$ cat config.mk
export PLATFORM = sky130hd
export DESIGN_NAME = icu_top
export DESIGN_NICKNAME = d
export VERILOG_FILES = /design/src/core/icu_pkg.sv /design/src/core/icu_edge_detect.sv /design/src/core/icu_capture_fifo.sv /design/src/core/icu_top.sv
export SDC_FILE = /design/constraint.sdc
export NUM_CORES = 1
export LEC_CHECK = 0
export ABC_CLOCK_PERIOD_IN_PS = 5100
export BUFFER_PORTS_ARGS = -buffer_cell sky130_fd_sc_hd__buf_2
export CORE_MARGIN = 2
export CORE_UTILIZATION = 59
export DETAILED_ROUTE_END_ITERATION = 16
export GPL_TIMING_DRIVEN = 0
export PLACE_DENSITY = 0.85
export SLEW_MARGIN = 20
export SYNTH_ARGS = -nofsm -noshare
export SYNTH_HDL_FRONTEND = slang
export SYNTH_HIERARCHICAL = 1
export SYNTH_SLANG_ARGS = --single-unit
$ cat constraint.sdc
create_clock -name hclk -period 5.1 [get_ports hclk]
set_input_delay 1.02 -clock hclk [delete_from_list [all_inputs] [get_ports hclk]]
set_output_delay 1.02 -clock hclk [all_outputs]
set_load 0.005 [all_outputs]
$ cat src/core/icu_pkg.sv
// Package: register map, field positions and enumerations of the input capture unit
package icu_pkg;

   // Register byte addresses (chosen, word aligned)
   localparam logic [7:0] ADDR_CTRL     = 8'h00;
   localparam logic [7:0] ADDR_BUF      = 8'h04;
   localparam logic [7:0] ADDR_TIMERS   = 8'h08;
   localparam logic [7:0] ADDR_PWR      = 8'h0C;

   // Control register field positions
   localparam int         POS_SIDL      = 13;
   localparam int         POS_TSEL      = 7;
   localparam int         POS_CPI       = 5;
   localparam int         POS_OVF       = 4;
   localparam int         POS_BNE       = 3;
   localparam int         POS_MODE      = 0;

   // Reset values
   localparam logic [15:0] CTRL_RESET   = 16'h0000;

   // Capture buffer depth
   localparam int         BUF_DEPTH     = 4;
   localparam int         BUF_AW        = 2;

   // Prescaler terminal counts (edges minus one)
   localparam logic [3:0] PRE_DIV4      = 4'h3;
   localparam logic [3:0] PRE_DIV16     = 4'hF;

   // Power-state bits in the power register
   localparam int         POS_IDLE      = 0;
   localparam int         POS_SLEEP     = 1;

   // Capture modes
   typedef enum logic [2:0] {
      MODE_OFF    = 3'h0,
      MODE_BOTH   = 3'h1,
      MODE_FALL   = 3'h2,
      MODE_RISE   = 3'h3,
      MODE_RISE4  = 3'h4,
      MODE_RISE16 = 3'h5,
      MODE_UNUSED = 3'h6,
      MODE_WAKE   = 3'h7
   } icu_mode_t;

   // Writable control fields
   typedef struct packed {
      logic       stop_in_idle;
      logic       timer_select;
      logic [1:0] captures_per_interrupt;
      logic [2:0] capture_mode_select;
   } icu_ctrl_t;

   // Edge events of the input pin
   typedef struct packed {
      logic rise;
      logic fall;
   } icu_edge_t;

endpackage

$ cat src/core/icu_edge_detect.sv
// Two-flop synchroniser and edge detector for the capture pin
`timescale 1ns/1ps
module icu_edge_detect (
   // Clock and reset
   input  wire logic            hclk,
   input  wire logic            hresetn,
   // Pin and edges
   input  wire logic            pin_in,
   output icu_pkg::icu_edge_t   edge_o
);

   logic meta_ff;
   logic sync_ff;
   logic last_ff;
   logic nxt_meta;
   logic nxt_sync;
   logic nxt_last;

   // Next values; only sync_ff reads meta_ff
   always_comb begin
      nxt_meta = pin_in;
      nxt_sync = meta_ff;
      nxt_last = sync_ff;
   end

   // Registers
   always_ff @(posedge hclk or negedge hresetn) begin
      if (!hresetn) begin
         meta_ff <= 1'b0;
         sync_ff <= 1'b0;
         last_ff <= 1'b0;
      end else begin
         meta_ff <= nxt_meta;
         sync_ff <= nxt_sync;
         last_ff <= nxt_last;
      end
   end

   // Edges are pulses of one cycle
   assign edge_o.rise = sync_ff & ~last_ff;
   assign edge_o.fall = ~sync_ff & last_ff;

endmodule

$ cat src/core/icu_capture_fifo.sv
// Small capture buffer of timer values with overflow report
`timescale 1ns/1ps
module icu_capture_fifo (
   // Clock and reset
   input  wire logic          hclk,
   input  wire logic          hresetn,
   // Control
   input  wire logic          clear,
   input  wire logic          push,
   input  wire logic [15:0]   push_data,
   input  wire logic          pop,
   // Status and data
   output logic [15:0]        head_data,
   output logic               not_empty,
   output logic               overflow
);

   logic [15:0]                mem_ff [icu_pkg::BUF_DEPTH];
   logic [15:0]                nxt_mem [icu_pkg::BUF_DEPTH];
   logic [icu_pkg::BUF_AW-1:0] wr_ff;
   logic [icu_pkg::BUF_AW-1:0] rd_ff;
   logic [icu_pkg::BUF_AW:0]   cnt_ff;
   logic                       ovf_ff;
   logic [icu_pkg::BUF_AW-1:0] nxt_wr;
   logic [icu_pkg::BUF_AW-1:0] nxt_rd;
   logic [icu_pkg::BUF_AW:0]   nxt_cnt;
   logic                       nxt_ovf;
   logic                       do_push;
   logic                       do_pop;

   // A push into a full buffer with no pop in the same cycle is dropped and flags overflow; the
   // overflow set is sticky until the channel is turned off
   always_comb begin
      do_pop  = pop && (cnt_ff != '0);
      do_push = push && ((cnt_ff != 3'(icu_pkg::BUF_DEPTH)) || do_pop);
      nxt_mem = mem_ff;
      nxt_wr  = wr_ff;
      nxt_rd  = rd_ff;
      nxt_cnt = cnt_ff;
      nxt_ovf = ovf_ff;
      if (do_push) begin
         nxt_mem[wr_ff] = push_data;
         nxt_wr         = wr_ff + 2'h1;
      end
      if (do_pop) begin
         nxt_rd = rd_ff + 2'h1;
      end
      if (do_push && !do_pop) begin
         nxt_cnt = cnt_ff + 3'h1;
      end else if (do_pop && !do_push) begin
         nxt_cnt = cnt_ff - 3'h1;
      end
      if (clear) begin
         nxt_wr  = '0;
         nxt_rd  = '0;
         nxt_cnt = '0;
         nxt_ovf = 1'b0;
      end
      if (push && !do_push) begin
         nxt_ovf = 1'b1;
      end
   end

   // Registers
   always_ff @(posedge hclk or negedge hresetn) begin
      if (!hresetn) begin
         for (int i = 0; i < icu_pkg::BUF_DEPTH; i++) begin
            mem_ff[i] <= 16'h0000;
         end
         wr_ff  <= '0;
         rd_ff  <= '0;
         cnt_ff <= '0;
         ovf_ff <= 1'b0;
      end else begin
         mem_ff <= nxt_mem;
         wr_ff  <= nxt_wr;
         rd_ff  <= nxt_rd;
         cnt_ff <= nxt_cnt;
         ovf_ff <= nxt_ovf;
      end
   end

   assign head_data = mem_ff[rd_ff];
   assign not_empty = (cnt_ff != '0);
   assign overflow  = ovf_ff;

endmodule

$ cat src/core/icu_top.sv
// Input capture channel with AHB-Lite register slave
// Overview of operation
// - stop-in-idle set halts capture during Idle; mode 111 wake requests still fire
// - timer select picks second or third timer
// - captures-per-interrupt sets captures per request, except mode 001 requests on every capture
// - overflow flag set on capture buffer overflow
// - buffer-not-empty reads one while data remains
// - mode 111 is sleep/idle rising-edge wake only
// - mode 110 behaves as disabled
// - modes 101/100 capture every 16th/4th rise
// - modes 011/010 capture every rise/fall
// - mode 000 turns channel off
// - status cleared by hardware; control resets zero
// - unimplemented control bits read as zero
`timescale 1ns/1ps
module icu_top (
   // Clock and reset
   input  wire logic            hclk,
   input  wire logic            hresetn,
   // AHB-Lite slave
   input  wire logic            hsel,
   input  wire logic [7:0]      haddr,
   input  wire logic [1:0]      htrans,
   input  wire logic            hwrite,
   input  wire logic [2:0]      hsize,
   input  wire logic [31:0]     hwdata,
   input  wire logic            hready,
   output logic [31:0]          hrdata,
   output logic                 hreadyout,
   output logic                 hresp,
   // Timers and pin
   input  wire logic [15:0]     second_timer_count,
   input  wire logic [15:0]     third_timer_count,
   input  wire logic            capture_pin,
   // Power state and request
   input  wire logic            cpu_idle,
   input  wire logic            cpu_sleep,
   output logic                 capture_irq
);

   ////////////////////////////////////////////////////////////////////////////
   // Declarations

   icu_pkg::icu_ctrl_t  ctrl_ff;
   icu_pkg::icu_ctrl_t  nxt_ctrl;
   icu_pkg::icu_edge_t  edge_w;
   icu_pkg::icu_mode_t  mode_w;
   logic                wr_pend_ff;
   logic                nxt_wr_pend;
   logic                rd_pend_ff;
   logic                nxt_rd_pend;
   logic [7:0]          addr_ff;
   logic [7:0]          nxt_addr;
   logic [31:0]         rdata_ff;
   logic [31:0]         nxt_rdata;
   logic [3:0]          pre_ff;
   logic [3:0]          nxt_pre;
   logic [1:0]          cpi_ff;
   logic [1:0]          nxt_cpi;
   logic                irq_ff;
   logic                nxt_irq;
   logic                idle_s1_ff;
   logic                idle_s2_ff;
   logic                sleep_s1_ff;
   logic                sleep_s2_ff;
   logic                nxt_idle_s1;
   logic                nxt_idle_s2;
   logic                nxt_sleep_s1;
   logic                nxt_sleep_s2;
   logic                addr_phase;
   logic                halted;
   logic                enabled;
   logic                evt_edge;
   logic                capture;
   logic                fifo_clear;
   logic                fifo_pop;
   logic [15:0]         fifo_head;
   logic                fifo_ne;
   logic                fifo_ovf;
   logic [15:0]         ctrl_rd;
   logic [15:0]         timer_sel;

   ////////////////////////////////////////////////////////////////////////////
   // Submodules

   // Pin synchroniser and one-cycle edge pulses
   icu_edge_detect u_edge (
      .hclk    (hclk),
      .hresetn (hresetn),
      .pin_in  (capture_pin),
      .edge_o  (edge_w)
   );

   // Four-entry capture buffer; a push into a full buffer with no pop in the same cycle is lost and sets
   // overflow, which stays set until the mode field turns the channel off
   icu_capture_fifo u_fifo (
      .hclk      (hclk),
      .hresetn   (hresetn),
      .clear     (fifo_clear),
      .push      (capture),
      .push_data (timer_sel),
      .pop       (fifo_pop),
      .head_data (fifo_head),
      .not_empty (fifo_ne),
      .overflow  (fifo_ovf)
   );

   ////////////////////////////////////////////////////////////////////////////
   // Power state inputs come from another block's logic; synchronise them
   // anyway so the channel tolerates an asynchronous power controller.
   // The price is two cycles of lag on entering and leaving Idle or Sleep,
   // which only shifts the moment a halt or a wake request takes effect

   // Next values; only the second stage reads the first
   always_comb begin
      nxt_idle_s1  = cpu_idle;
      nxt_idle_s2  = idle_s1_ff;
      nxt_sleep_s1 = cpu_sleep;
      nxt_sleep_s2 = sleep_s1_ff;
   end

   // Synchroniser registers
   always_ff @(posedge hclk or negedge hresetn) begin
      if (!hresetn) begin
         idle_s1_ff  <= 1'b0;
         idle_s2_ff  <= 1'b0;
         sleep_s1_ff <= 1'b0;
         sleep_s2_ff <= 1'b0;
      end else begin
         idle_s1_ff  <= nxt_idle_s1;
         idle_s2_ff  <= nxt_idle_s2;
         sleep_s1_ff <= nxt_sleep_s1;
         sleep_s2_ff <= nxt_sleep_s2;
      end
   end

   ////////////////////////////////////////////////////////////////////////////
   // Mode decode and capture event; wake mode captures nothing and only
   // raises requests from the rising-edge path further down

   always_comb begin
      mode_w     = icu_pkg::icu_mode_t'(ctrl_ff.capture_mode_select);
      halted     = ctrl_ff.stop_in_idle && idle_s2_ff;
      enabled    = !halted && (mode_w != icu_pkg::MODE_OFF)
                   && (mode_w != icu_pkg::MODE_UNUSED)
                   && (mode_w != icu_pkg::MODE_WAKE);
      fifo_clear = (mode_w == icu_pkg::MODE_OFF) || (mode_w == icu_pkg::MODE_UNUSED);
      timer_sel  = ctrl_ff.timer_select ? second_timer_count : third_timer_count;
      case (mode_w)
         icu_pkg::MODE_BOTH:   evt_edge = edge_w.rise | edge_w.fall;
         icu_pkg::MODE_FALL:   evt_edge = edge_w.fall;
         icu_pkg::MODE_RISE,
         icu_pkg::MODE_RISE4,
         icu_pkg::MODE_RISE16: evt_edge = edge_w.rise;
         default:              evt_edge = 1'b0;
      endcase
      capture = 1'b0;
      case (mode_w)
         icu_pkg::MODE_RISE4:  capture = evt_edge && (pre_ff[1:0] == icu_pkg::PRE_DIV4[1:0]);
         icu_pkg::MODE_RISE16: capture = evt_edge && (pre_ff == icu_pkg::PRE_DIV16);
         default:              capture = evt_edge;
      endcase
      capture = capture && enabled;
   end

   ////////////////////////////////////////////////////////////////////////////
   // Edge prescaler for the divide-by-4 and divide-by-16 modes. It restarts
   // whenever the channel is not enabled, so the first capture after the channel
   // is enabled again lands on the 4th or 16th qualifying edge

   always_comb begin
      nxt_pre = pre_ff;
      if (!enabled) begin
         nxt_pre = 4'h0;
      end else if (evt_edge) begin
         nxt_pre = pre_ff + 4'h1;
         if (mode_w == icu_pkg::MODE_RISE4 && pre_ff[1:0] == icu_pkg::PRE_DIV4[1:0]) begin
            nxt_pre = 4'h0;
         end
      end
   end

   // Prescaler register
   always_ff @(posedge hclk or negedge hresetn) begin
      if (!hresetn) begin
         pre_ff <= 4'h0;
      end else begin
         pre_ff <= nxt_pre;
      end
   end

   ////////////////////////////////////////////////////////////////////////////
   // Capture-per-request counter and request output

   always_comb begin
      nxt_cpi = cpi_ff;
      nxt_irq = 1'b0;
      if (!enabled) begin
         nxt_cpi = 2'h0;
      end
      if (capture) begin
         if (mode_w == icu_pkg::MODE_BOTH) begin
            nxt_irq = 1'b1;
         end else if (cpi_ff == ctrl_ff.captures_per_interrupt) begin
            nxt_irq = 1'b1;
            nxt_cpi = 2'h0;
         end else begin
            nxt_cpi = cpi_ff + 2'h1;
         end
      end
      // Wake mode: rising edge requests only in Sleep or Idle
      if (mode_w == icu_pkg::MODE_WAKE && edge_w.rise && (sleep_s2_ff || idle_s2_ff)) begin
         nxt_irq = 1'b1;
      end
   end

   // Request registers
   always_ff @(posedge hclk or negedge hresetn) begin
      if (!hresetn) begin
         cpi_ff <= 2'h0;
         irq_ff <= 1'b0;
      end else begin
         cpi_ff <= nxt_cpi;
         irq_ff <= nxt_irq;
      end
   end

   assign capture_irq = irq_ff;

   ////////////////////////////////////////////////////////////////////////////
   // Control word as software reads it; gaps are tied low and the status
   // bits come straight from the buffer, so no write can reach them

   always_comb begin
      ctrl_rd = icu_pkg::CTRL_RESET;
      ctrl_rd[icu_pkg::POS_SIDL]     = ctrl_ff.stop_in_idle;
      ctrl_rd[icu_pkg::POS_TSEL]     = ctrl_ff.timer_select;
      ctrl_rd[icu_pkg::POS_CPI +: 2] = ctrl_ff.captures_per_interrupt;
      ctrl_rd[icu_pkg::POS_OVF]      = fifo_ovf;
      ctrl_rd[icu_pkg::POS_BNE]      = fifo_ne;
      ctrl_rd[icu_pkg::POS_MODE +: 3] = ctrl_ff.capture_mode_select;
   end

   ////////////////////////////////////////////////////////////////////////////
   // AHB-Lite slave: zero wait states, always OKAY. hsize is not decoded:
   // every register is one whole word. A buffer read pops in its address
   // phase, so the entry is consumed even if the master ignores the data

   always_comb begin
      addr_phase  = hsel && hready && htrans[1];
      nxt_wr_pend = addr_phase && hwrite;
      nxt_rd_pend = addr_phase && !hwrite;
      nxt_addr    = addr_phase ? haddr : addr_ff;
      nxt_ctrl    = ctrl_ff;
      // Status bits are never written: only hardware clears them
      if (wr_pend_ff && addr_ff == icu_pkg::ADDR_CTRL) begin
         nxt_ctrl.stop_in_idle           = hwdata[icu_pkg::POS_SIDL];
         nxt_ctrl.timer_select           = hwdata[icu_pkg::POS_TSEL];
         nxt_ctrl.captures_per_interrupt = hwdata[icu_pkg::POS_CPI +: 2];
         nxt_ctrl.capture_mode_select    = hwdata[icu_pkg::POS_MODE +: 3];
      end
      // Read data is latched in the address phase; a buffer read pops
      nxt_rdata = 32'h0000_0000;
      fifo_pop  = 1'b0;
      if (nxt_rd_pend) begin
         case (haddr)
            icu_pkg::ADDR_CTRL:   nxt_rdata = {16'h0000, ctrl_rd};
            icu_pkg::ADDR_BUF: begin
               nxt_rdata = {16'h0000, fifo_head};
               fifo_pop  = 1'b1;
            end
            icu_pkg::ADDR_TIMERS: nxt_rdata = {second_timer_count, third_timer_count};
            icu_pkg::ADDR_PWR: begin
               nxt_rdata[icu_pkg::POS_IDLE]  = idle_s2_ff;
               nxt_rdata[icu_pkg::POS_SLEEP] = sleep_s2_ff;
            end
            default:              nxt_rdata = 32'h0000_0000;
         endcase
      end
   end

   always_ff @(posedge hclk or negedge hresetn) begin
      if (!hresetn) begin
         ctrl_ff    <= icu_pkg::icu_ctrl_t'(7'h00);
         wr_pend_ff <= 1'b0;
         rd_pend_ff <= 1'b0;
         addr_ff    <= 8'h00;
         rdata_ff   <= 32'h0000_0000;
      end else begin
         ctrl_ff    <= nxt_ctrl;
         wr_pend_ff <= nxt_wr_pend;
         rd_pend_ff <= nxt_rd_pend;
         addr_ff    <= nxt_addr;
         rdata_ff   <= nxt_rdata;
      end
   end

   assign hrdata    = rdata_ff;
   assign hreadyout = 1'b1;
   assign hresp     = 1'b0;

endmodule

==> parameters.txt <==
Parameter                              Value

Synthesis
  EDFF count, synth ... 0
  Mapped Area ... 0.00610 sq mm
  Async set-reset flop share out of synthesis ... 100%
  Most numerous cell types in the synthesized netlist ... 134 x sky130_fd_sc_hd__dfrtp_1, 96 x sky130_fd_sc_hd__mux2_2, 38 x sky130_fd_sc_hd__nor2_1, 17 x sky130_fd_sc_hd__mux4_2
  Total of flip-flops plus latches after synthesis ... 134
  Number of distinct library cell variants in the gate-level netlist after synthesis ... 52
  Area share of the largest cell type after synthesis ... 55.0%
  Number of warning messages in the yosys log ... 6
  Cells after synthesis ... 444
  Most frequently used flop master after synthesis ... sky130_fd_sc_hd__dfrtp_1
  Net count after synthesis ... 536
  Top-count cell post-synth ... sky130_fd_sc_hd__dfrtp_1
  Leading cell types by total area after synthesis ... sky130_fd_sc_hd__dfrtp_1 55%, sky130_fd_sc_hd__mux2_2 18%, sky130_fd_sc_hd__mux4_2 6.3%, sky130_fd_sc_hd__nor2_1 2.3%, sky130_fd_sc_hd__and2_1 1.6%
  Biggest area consumer among synthesized cells ... sky130_fd_sc_hd__dfrtp_1
  Mean instance size in the synthesized netlist ... 13.7 sq um
  Sequential-to-total area share from yosys stat ... 55.0%

Global routing
  Number of antenna violations at the first check in global routing ... 0
  Maximum number of pins on one net before global-route repair ... 83
  Vias in the first global route ... 4522
  Total Routing Usage GR ... 28.3%
  First-pass GRT wire length ... 23700 um
  Global-route congestion overflow total ... 0

Layout
  Core occupancy in the finished layout ... 72.6%
  Area growth from synthesis to final layout ... 21.1%
  Antenna fix cells ... 0
  Net total in the final layout ... 644
  Post-route non-filler standard cell count ... 701
  Filler instances ... 611
  Fraction of final layout cells with drive strength greater than 1 ... 45.8%

Clock network
  Clock Path Buffers ... 2
  Latest clock arrival within the worst-skew pair ... 0.53 ns
  Library cell used as clock root buffer ... sky130_fd_sc_hd__clkbuf_8
  H-tree Lvls ... 4
  TritonCTS Sinks ... 134
  Gates resized, CTS repair ... 0
  Number of buffers inserted during clock tree synthesis ... 17
  Count of hold-fix buffers inserted at cts ... 0
  Clock tree from TritonCTS ... built
  Clock-pin transition on the worst setup and hold timing paths ... 0.06 ns
  Setup Buffers After CTS ... 0

Min path
  Hold Crit Class ... reg -> reg

Job
  Max-cap viol count ... 0

Power and ir drop
  Pwr Density ... 443 mW/mm^2
  Largest voltage drop on the vdd net ... 0.000244 V
  Leak pwr ... 3.35 nW

Run status
  Result of the run ... finished clean

Floorplanning
  Number of placed I/O pins ... 120
  Width of the die ... 106 um
  Die Outline Area ... 0.0112 sq mm
  Row Count ... 37
  Die H ... 106 um
  Starting utilization of the core area ... 59.9%
  Core area ... 0.0102 sq mm

Place
  IO buf count ... 88
  Cell total after placement ... 669
  Final HPWL DP ... 9460 um
  Weighted congestion at the end of routability-driven global placement ... 0.853

Routing
  Routed wire per std cell ... 21.2 um
  Number of iterations in the first detailed-routing pass ... 5
  Antenna-violating nets left ... 0
  Detailed-route wire length ... 14900 um
  Starting DRC count in detailed routing ... 297
  Number of vias per cell after detailed routing ... 5.97
  Post-route DRC ... 0
  Vias post-DR ... 4188

Worst setup path
  Worst Setup Start Kind ... primary input
  Biggest fanout along the worst timing path ... 10
  CP Data Required Time ... 5.56 ns
  Setup crit end kind ... flop
  Signal arrival time at the worst endpoint ... 4.32 ns
  Crit Path Category ... in -> reg

Timing
  Smallest hold slack ... 0.354 ns
  Setup repair after global routing missed its margin ... no
  Max Freq ... 259 MHz
  Final Hold Vio Count ... 0
  Relative slew slack ... 40.0%
  Transition time at the pin with the least slew margin ... 0.891 ns
  Total negative setup slack ... 0 ns
  Final period util ... 75.7%
  Final critical delay including setup and external delays ... 3.86 ns
  # setup viols final ... 0
  Clock Skews ... 0.00634 ns
  Count of pins over their slew limit ... 0
[report_power, final]
group / leakage [nW] / internal [W] / switching (W)
logic: 1.37 / 0.000321 / 0.000235
registers: 1.67 / 0.00127 / 0.000127
clock network: 0.309 / 0.000872 / 0.000455
total: 3.35 / 0.00246 / 0.000817
[routing by layer]
layer  wire length [um]  global-route usage (%)  vias to the layer above
li1                   -                       -                     1809
met1               5810                    34.4                     2158
met2               7650                    47.5                      177
met3                938                    7.73                       44
met4                481                    12.3                        0
met5                  0                       0                        -
[worst max-delay path: stages]
cell and delay (ns):
sky130_fd_sc_hd__buf_2 0.11, sky130_fd_sc_hd__nand3_1 0.12, sky130_fd_sc_hd__clkbuf_1 0.44, sky130_fd_sc_hd__nor2_1 0.08
sky130_fd_sc_hd__nand4_1 0.38, sky130_fd_sc_hd__nor2b_1 0.20, sky130_fd_sc_hd__nor4b_4 0.44, sky130_fd_sc_hd__and2b_2 0.31
sky130_fd_sc_hd__ha_1 0.23, sky130_fd_sc_hd__fa_1 0.39, sky130_fd_sc_hd__xnor2_1 0.15, sky130_fd_sc_hd__or3_1 0.31
sky130_fd_sc_hd__a21oi_1 0.14
[stage by stage]
step | instance area, sq um | power (W) | worst slack [ns]
floorplan | 6100 | 0.00176 | 1.39
global placement | 6710 | 0.00188 | 0.859
detailed placement | 6740 | 0.00193 | 0.768
CTS | 7390 | 0.00328 | 1.27
global route | 7390 | 0.00339 | 1.04
finish | 7390 | 0.00328 | 1.24
[cell families (layout without fill, tap and decap cells)]
group | Yosys count | in the layout | synth area share (%)
AO/OA/AOI/OAI | 36 | 36 | 3.61
multiplexers | 124 | 124 | 26.1
adder cells (fa/ha/maj) | 7 | 7 | 1.56
XOR/XNOR | 7 | 7 | 1.13
buffers and inverters | 30 | 151 | 2.99
other | 2 | 2 | 0.123
flip-flops | 134 | 134 | 55.0
AND/OR/NAND/NOR | 104 | 104 | 9.54
[registers in the layout, summed over array words and instances, names as in the netlist, 2 cells and up]
register       count
u_fifo/cnt_ff      3
mode_w             3
addr_ff            8
u_fifo/wr_ff       2
u_fifo/rd_ff       2
ctrl_ff            4
hrdata            32
cpi_ff             2
u_fifo/mem_ff     64
pre_ff             4
[layout by cell type, fill, tap and decap left out, types with 7 or more instances in the layout]
| cell | n |
|---|---|
| sky130_fd_sc_hd__buf_6 | 7 |
| sky130_fd_sc_hd__and2_1 | 16 |
| sky130_fd_sc_hd__nor2b_1 | 8 |
| sky130_fd_sc_hd__mux4_2 | 17 |
| sky130_fd_sc_hd__buf_2 | 90 |
| sky130_fd_sc_hd__a21oi_1 | 16 |
| sky130_fd_sc_hd__dfrtp_1 | 134 |
| sky130_fd_sc_hd__mux2i_1 | 10 |
| sky130_fd_sc_hd__clkbuf_16 | 16 |
| sky130_fd_sc_hd__inv_1 | 7 |
| sky130_fd_sc_hd__mux2_2 | 96 |
| sky130_fd_sc_hd__clkbuf_1 | 11 |
| sky130_fd_sc_hd__nor2_1 | 38 |
| sky130_fd_sc_hd__nand2_1 | 7 |
[area by class of cell]
type / instances / area, sq um / share of cell area, %
sequential: 134 / 3350 / 45.4
timing repair buffer: 89 / 474 / 6.42
inverter: 7 / 26.3 / 0.356
multi-input combinational: 280 / 2560 / 34.7
clock inverter: 11 / 196 / 2.66
buffer: 23 / 156 / 2.12
tap: 136 / 170 / 2.30
clock buffer: 21 / 449 / 6.08
[path summary, 6_finish.rpt]
path	startpoint	to	slack (ns)	cells past startpoint
setup / recovery	hsel	u_fifo/cnt_ff[2]$_DFFE_PN0P_	1.24	13
hold / removal	idle_s1_ff$_DFF_PN0_	idle_s2_ff$_DFF_PN0_	0.35	0
setup reg to reg	mode_w[2]$_DFFE_PN0P_	u_fifo/cnt_ff[2]$_DFFE_PN0P_	2.01	11
hold reg to reg	idle_s1_ff$_DFF_PN0_	idle_s2_ff$_DFF_PN0_	0.35	0
max in group asynchronous	hresetn	hrdata[30]$_DFF_PN0_	3.91	2
min in group asynchronous	hresetn	addr_ff[0]$_DFFE_PN0P_	0.44	1
No activity file was read; power rests on OpenSTA's default activity.
